[config.mk]
export PLATFORM = sky130hd
export DESIGN_NAME = ssu_regs
export DESIGN_NICKNAME = d
export VERILOG_FILES = /design/src/shared/ssu_pkg.sv /design/src/verilog/ssu_flags.sv /design/src/verilog/ssu_regs.sv
export VERILOG_INCLUDE_DIRS = /design/src /design/src/shared
export SDC_FILE = /design/constraint.sdc
export NUM_CORES = 1
export LEC_CHECK = 0
export ABC_AREA = 1
export BUFFER_PORTS_ARGS = -buffer_cell sky130_fd_sc_hd__buf_2
export CORE_MARGIN = 10
export CORE_UTILIZATION = 45
export DETAILED_ROUTE_END_ITERATION = 7
export PLACE_DENSITY = 0.69
export SLEW_MARGIN = 10
export SYNTH_ARGS = -nofsm -noshare
export SYNTH_HDL_FRONTEND = slang
export SYNTH_SLANG_ARGS = --single-unit
[constraint.sdc]
create_clock -name clk -period 1.67 [get_ports clk]
set_input_delay 0 -clock clk [delete_from_list [all_inputs] [get_ports clk]]
set_output_delay 0 -clock clk [all_outputs]
set_load 0.02 [all_outputs]
[src/shared/ssu_cfg.svh]
// Address map, field positions and reset values of the serial unit register bank
`ifndef SSU_CFG_SVH
`define SSU_CFG_SVH
`define SSU_A_CMR      32'hF0010004
`define SSU_A_RCMR     32'hF0010010
`define SSU_A_RFMR     32'hF0010014
`define SSU_A_TCMR     32'hF0010018
`define SSU_A_TFMR     32'hF001001C
`define SSU_A_RC0R     32'hF0010038
`define SSU_A_RC1R     32'hF001003C
`define SSU_A_STAT     32'hF0010040
`define SSU_A_IER      32'hF0010044
`define SSU_A_IDR      32'hF0010048
`define SSU_A_IMR      32'hF001004C
`define SSU_A_WPMR     32'hF00100E4
`define SSU_A_WPSR     32'hF00100E8
`define SSU_SRC_VALID  12'hF33
`define SSU_STICKY     12'hF20
`define SSU_LOCK_KEY   24'h535343
`define SSU_KEY_HI     31
`define SSU_KEY_LO     8
`define SSU_VSRC_HI    23
`define SSU_VSRC_LO    8
`define SSU_EN_BIT     0
`define SSU_NO_SLOT    3'h7
`define SSU_CFG_RST    32'h00000000
`define SSU_MASK_RST   12'h000
`define SSU_VSRC_RST   16'h0000
`endif

[src/shared/ssu_pkg.sv]
// Types shared by the serial unit register bank
package ssu_pkg;
  typedef logic [11:0] ssu_src_type;
  typedef logic [6:0][31:0] ssu_cfg_type;
  typedef enum logic [1:0] {
    SSU_IDLE = 2'h0,
    SSU_ACC  = 2'h1
  } ssu_bus_type;
  typedef struct packed {
    logic        psel;
    logic        penable;
    logic        pwrite;
    logic [31:0] paddr;
    logic [31:0] pwdata;
  } ssu_apb_req_type;
  typedef struct packed {
    logic [31:0] prdata;
    logic        pready;
    logic        pslverr;
  } ssu_apb_rsp_type;
  typedef struct packed {
    ssu_bus_type     bus;
    ssu_apb_rsp_type rsp;
    logic            irq;
    ssu_src_type     mask;
    logic            lock_en;
    logic            viol;
    logic [15:0]     vsrc;
    ssu_cfg_type     cfg;
  } ssu_state_type;
  typedef struct packed {
    ssu_src_type flags;
  } ssu_flag_state_type;
endpackage

[src/verilog/ssu_flags.sv]
// Sticky event flags with clear by returned bits
`include "ssu_cfg.svh"
module ssu_flags
  import ssu_pkg::*;
(
  input  wire logic        clk,
  input  wire logic        reset_n,
  input  wire logic        ce,
  input  wire ssu_src_type set_in,
  input  wire ssu_src_type clr_in,
  output ssu_src_type      flags
);
  ssu_flag_state_type q;
  ssu_flag_state_type d;

  always_comb begin
    d = q;
    for (int i = 0; i < $bits(ssu_src_type); i++) begin
      // Set beats clear so an event in the clearing cycle is kept
      d.flags[i] = (q.flags[i] & ~clr_in[i]) | set_in[i];
    end
  end

  always_ff @(posedge clk) begin
    if (!reset_n) begin
      q <= '0;
    end else if (ce) begin
      q <= d;
    end
  end

  assign flags = q.flags;
endmodule

[src/verilog/ssu_regs.sv]
// APB register bank: interrupt mask, write lock and violation status
`include "ssu_cfg.svh"
module ssu_regs
  import ssu_pkg::*;
(
  input  wire logic            clk,
  input  wire logic            reset_n,
  input  wire logic            ce,
  input  wire ssu_apb_req_type apb_req,
  output ssu_apb_rsp_type      apb_rsp,
  input  wire ssu_src_type     ev_pulse,
  input  wire ssu_src_type     ev_level,
  output logic                 irq,
  output ssu_cfg_type          cfg,
  output logic                 lock_enable
);
  ssu_state_type q;
  ssu_state_type d;
  ssu_src_type   sticky;
  ssu_src_type   status;
  ssu_src_type   clr;
  logic          setup;
  logic          done;
  logic          wr_done;
  logic          rd_done;
  logic [2:0]    slot;

  // Protected register slot, or none
  function automatic logic [2:0] prot_slot(input logic [31:0] a);
    unique case (a)
      `SSU_A_CMR:  prot_slot = 3'h0;
      `SSU_A_RCMR: prot_slot = 3'h1;
      `SSU_A_RFMR: prot_slot = 3'h2;
      `SSU_A_TCMR: prot_slot = 3'h3;
      `SSU_A_TFMR: prot_slot = 3'h4;
      `SSU_A_RC0R: prot_slot = 3'h5;
      `SSU_A_RC1R: prot_slot = 3'h6;
      default:     prot_slot = `SSU_NO_SLOT;
    endcase
  endfunction

  function automatic logic is_mapped(input logic [31:0] a);
    unique case (a)
      `SSU_A_STAT, `SSU_A_IER, `SSU_A_IDR, `SSU_A_IMR, `SSU_A_WPMR, `SSU_A_WPSR: is_mapped = 1'b1;
      default: is_mapped = prot_slot(a) != `SSU_NO_SLOT;
    endcase
  endfunction

  assign setup   = ce && apb_req.psel && !apb_req.penable && q.bus == SSU_IDLE;
  assign done    = ce && apb_req.psel && apb_req.penable && q.rsp.pready;
  assign wr_done = done && apb_req.pwrite;
  assign rd_done = done && !apb_req.pwrite;
  assign slot    = prot_slot(apb_req.paddr);

  // Only bits already returned are cleared, so events after the setup edge survive
  assign clr = (rd_done && apb_req.paddr == `SSU_A_STAT) ? (q.rsp.prdata[11:0] & `SSU_STICKY) : '0;

  ssu_flags u_flags (
    .clk     (clk),
    .reset_n (reset_n),
    .ce      (ce),
    .set_in  (ev_pulse & `SSU_STICKY),
    .clr_in  (clr),
    .flags   (sticky)
  );

  // Ready and empty sources follow the datapath level
  assign status = (sticky & `SSU_STICKY) | (ev_level & ~`SSU_STICKY & `SSU_SRC_VALID);

  always_comb begin
    d = q;
    d.irq = |(status & q.mask);
    unique case (q.bus)
      SSU_IDLE: begin
        d.rsp.pready = 1'b0;
        if (setup) begin
          d.bus = SSU_ACC;
          d.rsp.pready = 1'b1;
          d.rsp.pslverr = !is_mapped(apb_req.paddr);
          d.rsp.prdata = '0;
          if (!apb_req.pwrite) begin
            unique case (apb_req.paddr)
              `SSU_A_STAT: d.rsp.prdata[11:0] = status;
              `SSU_A_IMR:  d.rsp.prdata[11:0] = q.mask;
              // Key field reads as zero
              `SSU_A_WPMR: d.rsp.prdata[`SSU_EN_BIT] = q.lock_en;
              `SSU_A_WPSR: begin
                d.rsp.prdata[`SSU_EN_BIT] = q.viol;
                d.rsp.prdata[`SSU_VSRC_HI:`SSU_VSRC_LO] = q.vsrc;
              end
              default: begin
                if (slot != `SSU_NO_SLOT) begin
                  d.rsp.prdata = q.cfg[slot];
                end
              end
            endcase
          end
        end
      end
      SSU_ACC: begin
        if (done) begin
          d.bus = SSU_IDLE;
          d.rsp.pready = 1'b0;
          d.rsp.pslverr = 1'b0;
        end
      end
    endcase
    if (rd_done && apb_req.paddr == `SSU_A_WPSR) begin
      d.viol = 1'b0;
      d.vsrc = `SSU_VSRC_RST;
    end
    if (wr_done) begin
      unique case (apb_req.paddr)
        `SSU_A_IER: d.mask = q.mask | (apb_req.pwdata[11:0] & `SSU_SRC_VALID);
        `SSU_A_IDR: d.mask = q.mask & ~apb_req.pwdata[11:0];
        `SSU_A_WPMR: begin
          // Wrong key discards the enable update
          if (apb_req.pwdata[`SSU_KEY_HI:`SSU_KEY_LO] == `SSU_LOCK_KEY) begin
            d.lock_en = apb_req.pwdata[`SSU_EN_BIT];
          end
        end
        default: begin
          if (slot != `SSU_NO_SLOT) begin
            if (q.lock_en) begin
              d.viol = 1'b1;
              d.vsrc = apb_req.paddr[15:0];
            end else begin
              d.cfg[slot] = apb_req.pwdata;
            end
          end
        end
      endcase
    end
  end

  always_ff @(posedge clk) begin
    if (!reset_n) begin
      q.bus     <= SSU_IDLE;
      q.rsp     <= '0;
      q.irq     <= 1'b0;
      q.mask    <= `SSU_MASK_RST;
      q.lock_en <= 1'b0;
      q.viol    <= 1'b0;
      q.vsrc    <= `SSU_VSRC_RST;
      q.cfg     <= {7{`SSU_CFG_RST}};
    end else if (ce) begin
      q <= d;
    end
  end

  assign apb_rsp     = q.rsp;
  assign irq         = q.irq;
  assign cfg         = q.cfg;
  assign lock_enable = q.lock_en;
endmodule

After elaboration in Yosys (flattened, before gate mapping)
Index checks and enable logic that the tools add are counted.
{"block": "op_classes", "add_sub_neg": 0, "n_mul": 0, "div_mod_pow": 0, "order_cmp": 2, "eq_ne": 19, "shifts": 0, "mux": 31, "n_bitwise": 36, "reduce_logical": 27}
{"op": "241-bit two-way mux", "n": 3}
{"op": "32-bit equality test (second input constant)", "n": 13}
{"op": "224-bit bitwise mux", "n": 1}
{"op": "224-bit two-way mux", "n": 1}
{"op": "32-bit two-way mux", "n": 4}
{"op": "32-bit binary-select mux with 3-bit select", "n": 1}
{"op": "32-bit demux with 3-bit select", "n": 1}
{"op": "12-bit case mux with 2 select lines", "n": 2}
{"op": "36-bit two-way mux", "n": 1}
{"op": "17-bit two-way mux", "n": 2}
{"op": "12-bit AND", "n": 2}
{"op": "24-bit by 23-bit equality test with 1-bit output (second input constant)", "n": 1}
{"op": "3-bit case mux with 7 select lines", "n": 1}
{"op": "7-bit case mux with 3 select lines", "n": 1}
{"op": "4-bit case mux with 4 select lines", "n": 1}
{"op": "1-bit inverter", "n": 14}
{"op": "1-bit AND", "n": 12}
{"op": "12-bit two-way mux", "n": 1}
{"op": "12-bit inverter", "n": 1}
{"op": "12-bit bitwise OR", "n": 1}
{"op": "12-bit by 5-bit bitwise OR with 12-bit output", "n": 1}
{"op": "12-bit OR reduction", "n": 1}
{"op": "1-bit logical AND", "n": 10}
{"op": "3-bit two-way mux", "n": 3}
{"op": "22 further kinds", "n": 36}
{"block": "word_totals", "register_bits": 303, "latchBits": 0, "ramBits": 0, "romBits": 0, "in_bits": 94, "wordCells": 132, "memories": 0}

Logic depth before layout (Yosys ltp)
Gate-level depths: netlist of run 1.
{"block": "logic_depth", "ltp_word": 12, "mapped_depth": 18, "ltp_nobuf": 16}

Hierarchy
Synthesis of run 1 repeated with hierarchy kept, for this count alone.
{"block": "unflattened", "hier_cells": 2106, "hier_area_um2": 15279.7}
{"module": "ssu_regs", "instances": 1, "cells_per_inst": 2042, "area_per_inst_um2": 14814.2, "seq_area_each_um2": 5805.6}
{"module": "ssu_flags", "instances": 1, "cells_per_inst": 64, "area_per_inst_um2": 465.4, "seq_area_each_um2": 240.2}

Worst setup path after synthesis of run 1
Ideal clock, no wire load.
{"block": "synth_path", "path_type": "input-to-reg", "from": "input apb_req[41] (netlist bit)", "to": "register cfg[16] (netlist name)", "setup_time_ns": 0.122, "t_arrival_ns": 1.667, "required_time_ns": 1.548, "setup_slack_ns": -0.119, "path_stages": 13, "n_path_buf": 1, "cell_sequence": "nor2_1 -> nand2_1 -> nor2_4 -> nand2_1 -> nor2_1 -> nand2_1 -> nand4_2 -> nor2_8 -> inv_4 -> nor2_8 -> buf_4 -> o21ai_0 -> a21oi_1"}
{"block": "synth_via", "elab_chain_len": 7, "word_cells_on_any_way": 21, "classes_between": "2 x order compare; 11 x eq/ne; 4 x mux; 1 x bitwise; 3 x reduce/logical"}
{"element": "start, declared", "line_no": "ssu_regs.sv:9", "text": "input wire ssu_apb_req_type apb_req,"}
{"element": "32-bit equality test", "line_no": "ssu_regs.sv:30", "text": "unique case (a)"}
{"element": "3-bit case mux with 7 select lines", "line_no": "ssu_regs.sv:30"}
{"element": "3-bit by 4-bit < comparator with 1-bit output (not written as such) or 3-bit by 1-bit greater-or-equal comparator with 1-bit output (tied branches)", "line_no": "ssu_regs.sv:128", "text": "d.cfg[slot] = apb_req.pwdata;"}
{"element": "1-bit logical AND (not written as such)", "line_no": "ssu_regs.sv:128"}
{"element": "32-bit two-way mux (not written as such)", "line_no": "ssu_regs.sv:128"}
{"element": "32-bit demux with 3-bit select", "line_no": "ssu_regs.sv:128"}
{"element": "224-bit bitwise mux", "line_no": "ssu_regs.sv:128"}
Several ways; a longest one is shown, not always the timed one.
A chain may end at the register's enable or synchronous reset.

Final worst setup path of run 1
{"block": "layout_path", "from": "register q (netlist bit apb_rsp[1])", "to": "register cfg[16] (netlist name)"}
{"block": "layout_via", "elab_chain_len": 3}
{"element": "start, declared", "line_no": "ssu_regs.sv:17", "text": "ssu_state_type q;"}
{"element": "1-bit logical AND", "line_no": "ssu_regs.sv:50", "text": "assign done = ce && apb_req.psel && apb_req.penable && q.rsp.pready;"}
{"element": "1-bit logical AND", "line_no": "ssu_regs.sv:51", "text": "assign wr_done = done && apb_req.pwrite;"}
{"element": "5-bit AND reduction (no source line)"}
Every way passes these cells.

==> results of run 1 <==
## what timing repair did
item / CTS / global route
pin swaps: 55 / 86
setup endpoints to repair: 247 / 282
gates resized for setup: 195 / 403
cloned: 26 / 25
hold buffers: 50 / 0
hold endpoints to repair: 208 / 0
buffers inserted: 37 / 24
## cell families after synthesis
logic type	after synthesis	share of synthesized area, %
AOI/OAI and AO/OA	545	19.4
buffers and inverters	548	20.9
DFF	295	38.6
and+or+nand+nor	713	21.1
## how the worst min path moves through the flow
stage	startpoint	cells after the start	slack [ps]	to
global route	apb_req[11]	4	40	cfg[43]
floorplan	apb_req[8]	2	140	q[250]
detailed placement	ev_pulse[5]	3	270	u_flags.flags[5]
finish	apb_req[11]	4	20	cfg[43]
global placement	ev_pulse[5]	3	270	u_flags.flags[5]
CTS	apb_req[34]	6	1	q[226]
## sequential cells by signal (all words and copies together), names as in the netlist
name	flops
cfg	224
lock_enable	1
u_flags.flags	5
q	30
apb_rsp	34
irq	1
## stage by stage
| stage | std cells | util (%) | hold WS, ps |
|---|---|---|---|
| after global placement | 2655 | 49.3 | 266 |
| after floorplan | 2101 | - | 144 |
| after global routing | 2865 | 64.8 | 35.6 |
| after detailed placement | 2655 | 49.3 | 268 |
| final | 2865 | 64.8 | 20.3 |
| after CTS | 2827 | 58.9 | 1.27 |
## per-layer routing
| metal | routed length, microns | part of all wire [%] | vias to the layer above |
|---|---|---|---|
| met5 | 0 | 0 | - |
| met4 | 4470 | 6.5 | 0 |
| met3 | 6540 | 9.5 | 249 |
| met2 | 31300 | 46 | 1018 |
| met1 | 26400 | 38 | 7890 |
| li1 | - | - | 7432 |
## critical path: stages, from the launching register on
cell	delay, ps
dfxtp_2	330
nand4_1	160
nor2_4	190
nand4_4	180
nor2_8	150
buf_12	140
inv_16	50
nor2_8	160
buf_8	160
clkbuf_16	170
o21ai_2	60
a21oi_1	170
## synthesized netlist by cell type, drive strengths merged
| master | instances | share of area (%) |
|---|---|---|
| nand3 | 197 | 6.5 |
| o21a | 4 | 0.20 |
| o21ai | 186 | 6.1 |
| nor3 | 41 | 1.4 |
| clkinv | 2 | 0.049 |
| nor3b | 4 | 0.20 |
| buf | 327 | 15 |
| a31oi | 38 | 1.6 |
| a22o | 2 | 0.11 |
| inv | 161 | 4.0 |
| nand4 | 16 | 0.88 |
| or2 | 5 | 0.20 |
| a211oi | 43 | 2.1 |
| a21oi | 239 | 7.8 |
| o22ai | 16 | 0.65 |
| nor2 | 192 | 5.4 |
| a221oi | 1 | 0.057 |
| o211ai | 16 | 0.79 |
| nand2 | 255 | 6.4 |
| nor4 | 3 | 0.12 |
| clkbuf | 58 | 1.4 |
| dfxtp | 295 | 39 |
## power breakdown
group | switching, mW | leakage [nW] | total, mW | internal [mW]
Sequential | 0.0121 | 2.38 | 7.06 | 7.05
Clock | 3.06 | 0.560 | 7.87 | 4.81
Combinational | 0.552 | 6.41 | 0.875 | 0.323
Total | 3.62 | 9.35 | 15.8 | 12.2
## area by class of cell
type,count,share of cell area [%]
well taps,448,2.58
multi-input cells,1258,36.7
flip-flops and latches,295,27.2
clock inverters,9,0.801
inverters,163,2.96
repair buffers,642,25.2
clock buffers,50,4.48
==> impl_results.md, run 1 <==
* Pin count of the biggest net entering global routing at a little over 70
* CTS tree: done
* Residual DRC at 0
* Met1 usage at between 30% and 40%
* Worst R2R Setup Slack at -330 ps
* First-pass GRT wire length at roughly 95 mm
* Grt met2 use at about 47%
* PortBufs at between 300 and 400
* Clock Path Buffers at 3
* Final Setup Violations at ~250
* CP endpoint: cfg[16]
* Fin crit period at roughly 2000 ps
* DR WL/cell at 24.0 microns
* Final WS setup at -334 ps
* Final Cell Area at about 0.022 sq mm
* Mapped cell area at 0.0153 sq mm
* ANT cells at 0
* Worst slew pin tran at roughly 850 ps
* Core Region at ~0.034 sq mm
* Post-DR vias/cell at ~5.8
* Antenna Violating Nets Remaining at 0
* Vert. Die Dim at between 200 and 250 microns
* Distinct cells, synth at 38
* Fillers at about 2800
* Lkg Pwr at 9.35 nW
* Most frequent cells in the layout: buf_2 (333), dfxtp_1 (293), nand2_1 (227)
* TritonCTS Buffers at 34
* # IOs at 354
* Worst IR Drop VDD at between 0.6 and 0.7 mV
* Pre-CTS WS at -657 ps
* Slew Limit Fails at 0
* Kind of critical path: reg -> reg
* Class of the worst hold path: in -> reg
* Fmax at between 400 and 500 MHz
* Total GRT Usage at around 29%
* Reg clk slew, reported paths at approximately 60 ps
* Max Clock Skew at between 20 and 25 ps
* YS warnings at 0
* Met3 usage at roughly 5.5%
* Htree depth at 2
* CP startpoint kind: flip-flop
* Num Clock Sinks at just under 300
* Number of global-route vias before repair at 15618
* Hold Fails Final Rpt at 0
* CP Data Arrival Time at ~2400 ps
* Mean area per synthesized cell at approximately 7.3 sq um
* CP Max Fanout at 5
* CP Capture Type: flip-flop
* Critical Path RT at between 2000 and 2500 ps
* Relative slew slack at a little over two fifths
* Seq. cell area at a little under 0.006 sq mm
* RSZ-0062 raised after global routing: true
* Max cap viols at 0
* Overall power at between 15 and 20 mW
* Reg2reg path depth at 11
* Antenna violations before repair at 0
* Aggregate global routing overflow at 0
* Post-synthesis sequential area ratio at 38.6%
* Status: finished with violations
* Post-DP Area at approximately 0.017 sq mm
* Placement Rows at 67
* Commonest non-fill, non-tap cell in the layout: buf_2
* Initial DRC Count at around 1500
* Root Buffer: clkbuf_16
* Mapped Nets at roughly 2200
* Period utilisation layout at 120%
* Layout cell share with drive strength beyond 1 at roughly 43%
* Layout area overhead at 42.0%
* Die ar. at ~0.042 sq mm
* Yosys reg bits at 295
* Via count at about 17000
* Fin nets at between 2000 and 2500
* Failing checks: negative setup slack
* Power per cell area at a little over 700 mW/mm^2
* DP HPWL at 43.8 mm
* Most Crowded Layer GR: met2
* Starting Density at between 40% and 50%
* Worst r2r src: apb_rsp[1]
* Routed WL at slightly below 70 mm
* Post-synthesis instance total at between 2000 and 2500
* Die Wd at about 200 microns
* Clock Latency Late Sink at 510 ps
* Routability congestion estimate at approximately 0.9
* First-pass DRT Iterations at 6
* Multi-input logic area at roughly 0.008 sq mm
* Terminus of the critical flop-to-flop path: cfg[16]
* Setup TNS at -50760 ps
* Setup crit start: apb_rsp[1]
No activity file was read; power rests on OpenSTA's default activity.
==> run 2, diff against run 1 <==
MAX_ROUTING_LAYER = met4   (was unset)
SKIP_LAST_GASP = 1   (was unset)
==> run 2 against run 1 <==
  * Critical path type unchanged
  * Count of clock-buffer cells in the layout increased by 3
  * Sequential share of layout area increased by 1.3 points
  * Power decreased by 0.22%
  * Sequential power about the same
  * Routed wire length decreased by 3.5%
  * Via count decreased by 2.0%
  * Critical path depth unchanged
  * Die area unchanged
  * Hold slack improved by 18 ps
  * First-iteration DRC count increased by 12%
  * The run still ends with negative setup slack left
==> impl_results.md, run 2 (synthesized netlist as in run 1, its figures left out) <==
* Routability congestion estimate at 0.958 (was 0.918)
* Worst IR Drop VDD at 0.619 mV (was 0.611 mV)
* Clock Path Buffers at 3 (unchanged)
* Most frequent cells in the layout: buf_2 (331), dfxtp_1 (293), nand2_1 (228) (was buf_2 (333), dfxtp_1 (293), nand2_1 (227))
* Core Region at 0.0335 sq mm (unchanged)
* Power per cell area at 760 mW/mm^2 (was 728 mW/mm^2)
* Relative slew slack at 44.4% (was 42.9%)
* Status: finished with violations (unchanged)
* Hold_ws at 37.8 ps (was 20.3 ps)
* Commonest non-fill, non-tap cell in the layout: buf_2 (unchanged)
* CP Capture Type: flip-flop (unchanged)
* Number of global-route vias before repair at 15098 (was 15618)
* Fmax at 492 MHz (was 499 MHz)
* Die ar. at 0.0418 sq mm (unchanged)
* Pin count of the biggest net entering global routing at 140 (was 72)
* DR WL/cell at 23.2 microns (was 24.0 microns)
* Class of the worst hold path: in -> reg (unchanged)
* # IOs at 354 (unchanged)
* ANT cells at 0 (unchanged)
* Placement Rows at 67 (unchanged)
* Most Crowded Layer GR: met2 (unchanged)
* Pre-CTS WS at -676 ps (was -657 ps)
* DP HPWL at 44.0 mm (was 43.8 mm)
* Hold path cells at 6 (was 4)
* Critical Path RT at 2060 ps (was 2100 ps)
* Worst slew pin tran at 831 ps (was 853 ps)
* Lkg Pwr at 9.21 nW (was 9.35 nW)
* Initial DRC Count at 1700 (was 1521)
* TritonCTS Buffers at 35 (was 34)
* Root Buffer: clkbuf_16 (unchanged)
* Antenna Violating Nets Remaining at 0 (unchanged)
* Worst r2r src: apb_rsp[1] (unchanged)
* Fin nets at 2480 (was 2488)
* CP startpoint kind: flip-flop (unchanged)
* Die Wd at 204 microns (unchanged)
* Routed WL at 66.3 mm (was 68.7 mm)
* Final WS setup at -362 ps (was -334 ps)
* Num Clock Sinks at 295 (unchanged)
* Fin crit period at 2030 ps (was 2000 ps)
* Htree depth at 2 (unchanged)
* Max cap viols at 0 (unchanged)
* Reg2reg path depth at 11 (unchanged)
* Kind of critical path: reg -> reg (unchanged)
* Grt met2 use at 46.9% (was 46.7%)
* PortBufs at 337 (unchanged)
* Met3 usage at 4.85% (was 5.50%)
* Period utilisation layout at 122% (was 120%)
* Starting Density at 45.6% (unchanged)
* Fillers at 2907 (was 2764)
* CP Data Arrival Time at 2420 ps (was 2440 ps)
* Aggregate global routing overflow at 0 (unchanged)
* CP Max Fanout at 17 (was 5)
* Total GRT Usage at 29.2% (was 29.1%)
* Vert. Die Dim at 204 microns (unchanged)
* Layout area overhead at 35.7% (was 42.0%)
* Largest Register: cfg (unchanged)
* RSZ-0062 raised after global routing: true (unchanged)
* Clock Latency Late Sink at 520 ps (was 510 ps)
* CTS tree: done (unchanged)
* Layout cell share with drive strength beyond 1 at 35.5% (was 42.9%)
* Hold_sp: ce (was apb_req[11])
* Final Setup Violations at 280 (was 254)
* Hold endpoint: q[228] (was cfg[43])
* First-pass DRT Iterations at 6 (unchanged)
* Slew Limit Fails at 0 (unchanged)
* Failing checks: negative setup slack (unchanged)
* Setup TNS at -58840 ps (was -50760 ps)
* Met1 usage at 35.0% (was 35.8%)
* Max Clock Skew at 18.4 ps (was 21.0 ps)
* Post-DR vias/cell at 5.68 (was 5.79)
* Post-DP Area at 0.0165 sq mm (unchanged)
* First-pass GRT wire length at 92.2 mm (was 95.2 mm)
* Residual DRC at 0 (unchanged)
* Worst R2R Setup Slack at -360 ps (was -330 ps)
* Hold Fails Final Rpt at 0 (unchanged)
* Via count at 16250 (was 16589)
* Reg clk slew, reported paths at 60 ps (about the same)
* Final Cell Area at 0.0208 sq mm (was 0.0217 sq mm)
* Max reg flops at 224 (unchanged)
* Antenna violations before repair at 0 (unchanged)
* Terminus of the critical flop-to-flop path: cfg[104] (was cfg[16])
## run 2: cell types whose count changed in the layout (fill, tap and decap cells not counted), moves of 9 or more
cell      before  now
o21ai_1       15   76
o21ai_4       27   13
o21ai_2      126   18
a21oi_1      162  205
a211oi_1      43   33
o21ai_0       18   79
nor2_1       122  131
nand3_2       32   16
a211oi_2       0   10
nand3_1      160  178
nor2_2        35   22
a21oi_2       74   31
## run 2: per-layer routing
layer  share of wire [%]  vias up
met5                   0        -
li1                    -     7399
met2                  46      992
met3                 9.2      188
met1                  39     7671
met4                 5.5        0
## run 2: critical path, cell delays in order, from the launching register on
cell	delay, ps
dfxtp_2	330
nand4_1	170
nor2_4	170
nand4_4	120
buf_6	160
nor2_8	130
buf_4	150
buf_4	110
nand3_4	110
clkbuf_16	240
nor2_1	130
nor3_1	60
## run 2: how the worst max path moves through the flow
stage	start	endpoint	slack [ps]	cells after the start
3_3_place_gp	apb_req[37]	apb_rsp[13]	-640	17
3_5_place_dp	apb_req[59]	apb_rsp[13]	-680	16
4_1_cts	q[289]	apb_rsp[31]	-290	10
5_1_grt	apb_rsp[1]	cfg[104]	-450	11
2_1_floorplan	apb_req[59]	apb_rsp[3]	-20	16
6_report	apb_rsp[1]	cfg[104]	-360	11
## run 2: area by class of cell
cell class | count | area (sq um) | share of cell area, %
Clock buffer | 53 | 1040 | 5.03
Multi-Input combinational cell | 1259 | 7250 | 34.9
Tap cell | 448 | 561 | 2.70
Inverter | 163 | 631 | 3.04
Timing Repair Buffer | 632 | 5240 | 25.2
Sequential cell | 295 | 5910 | 28.5
Clock inverter | 9 | 129 | 0.621
## run 2: what timing repair did
item | CTS | global route
gates cloned | 18 | 20
endpoints found under the setup margin | 250 | 286
endpoints found under the hold margin | 217 | 7
hold buffers | 49 | 1
gates resized for setup | 100 | 229
pin swaps | 26 | 77
buffers inserted | 33 | 25
## run 2: through the flow
| stage | util (%) | instances | total power [mW] |
|---|---|---|---|
| floorplan | - | 2101 | 7.47 |
| detailed placement | 49.3 | 2655 | 7.83 |
| finish | 61.9 | 2859 | 15.8 |
| global route | 61.9 | 2859 | 16.1 |
| CTS | 57.5 | 2817 | 15.7 |
| global placement | 49.3 | 2655 | 7.82 |
## run 2: power by group
group          switching, mW  total (mW)  internal, mW
clock                   3.13        7.90          4.78
combinational          0.498       0.803         0.306
sequential            0.0127        7.06          7.05
total                   3.64        15.8          12.1
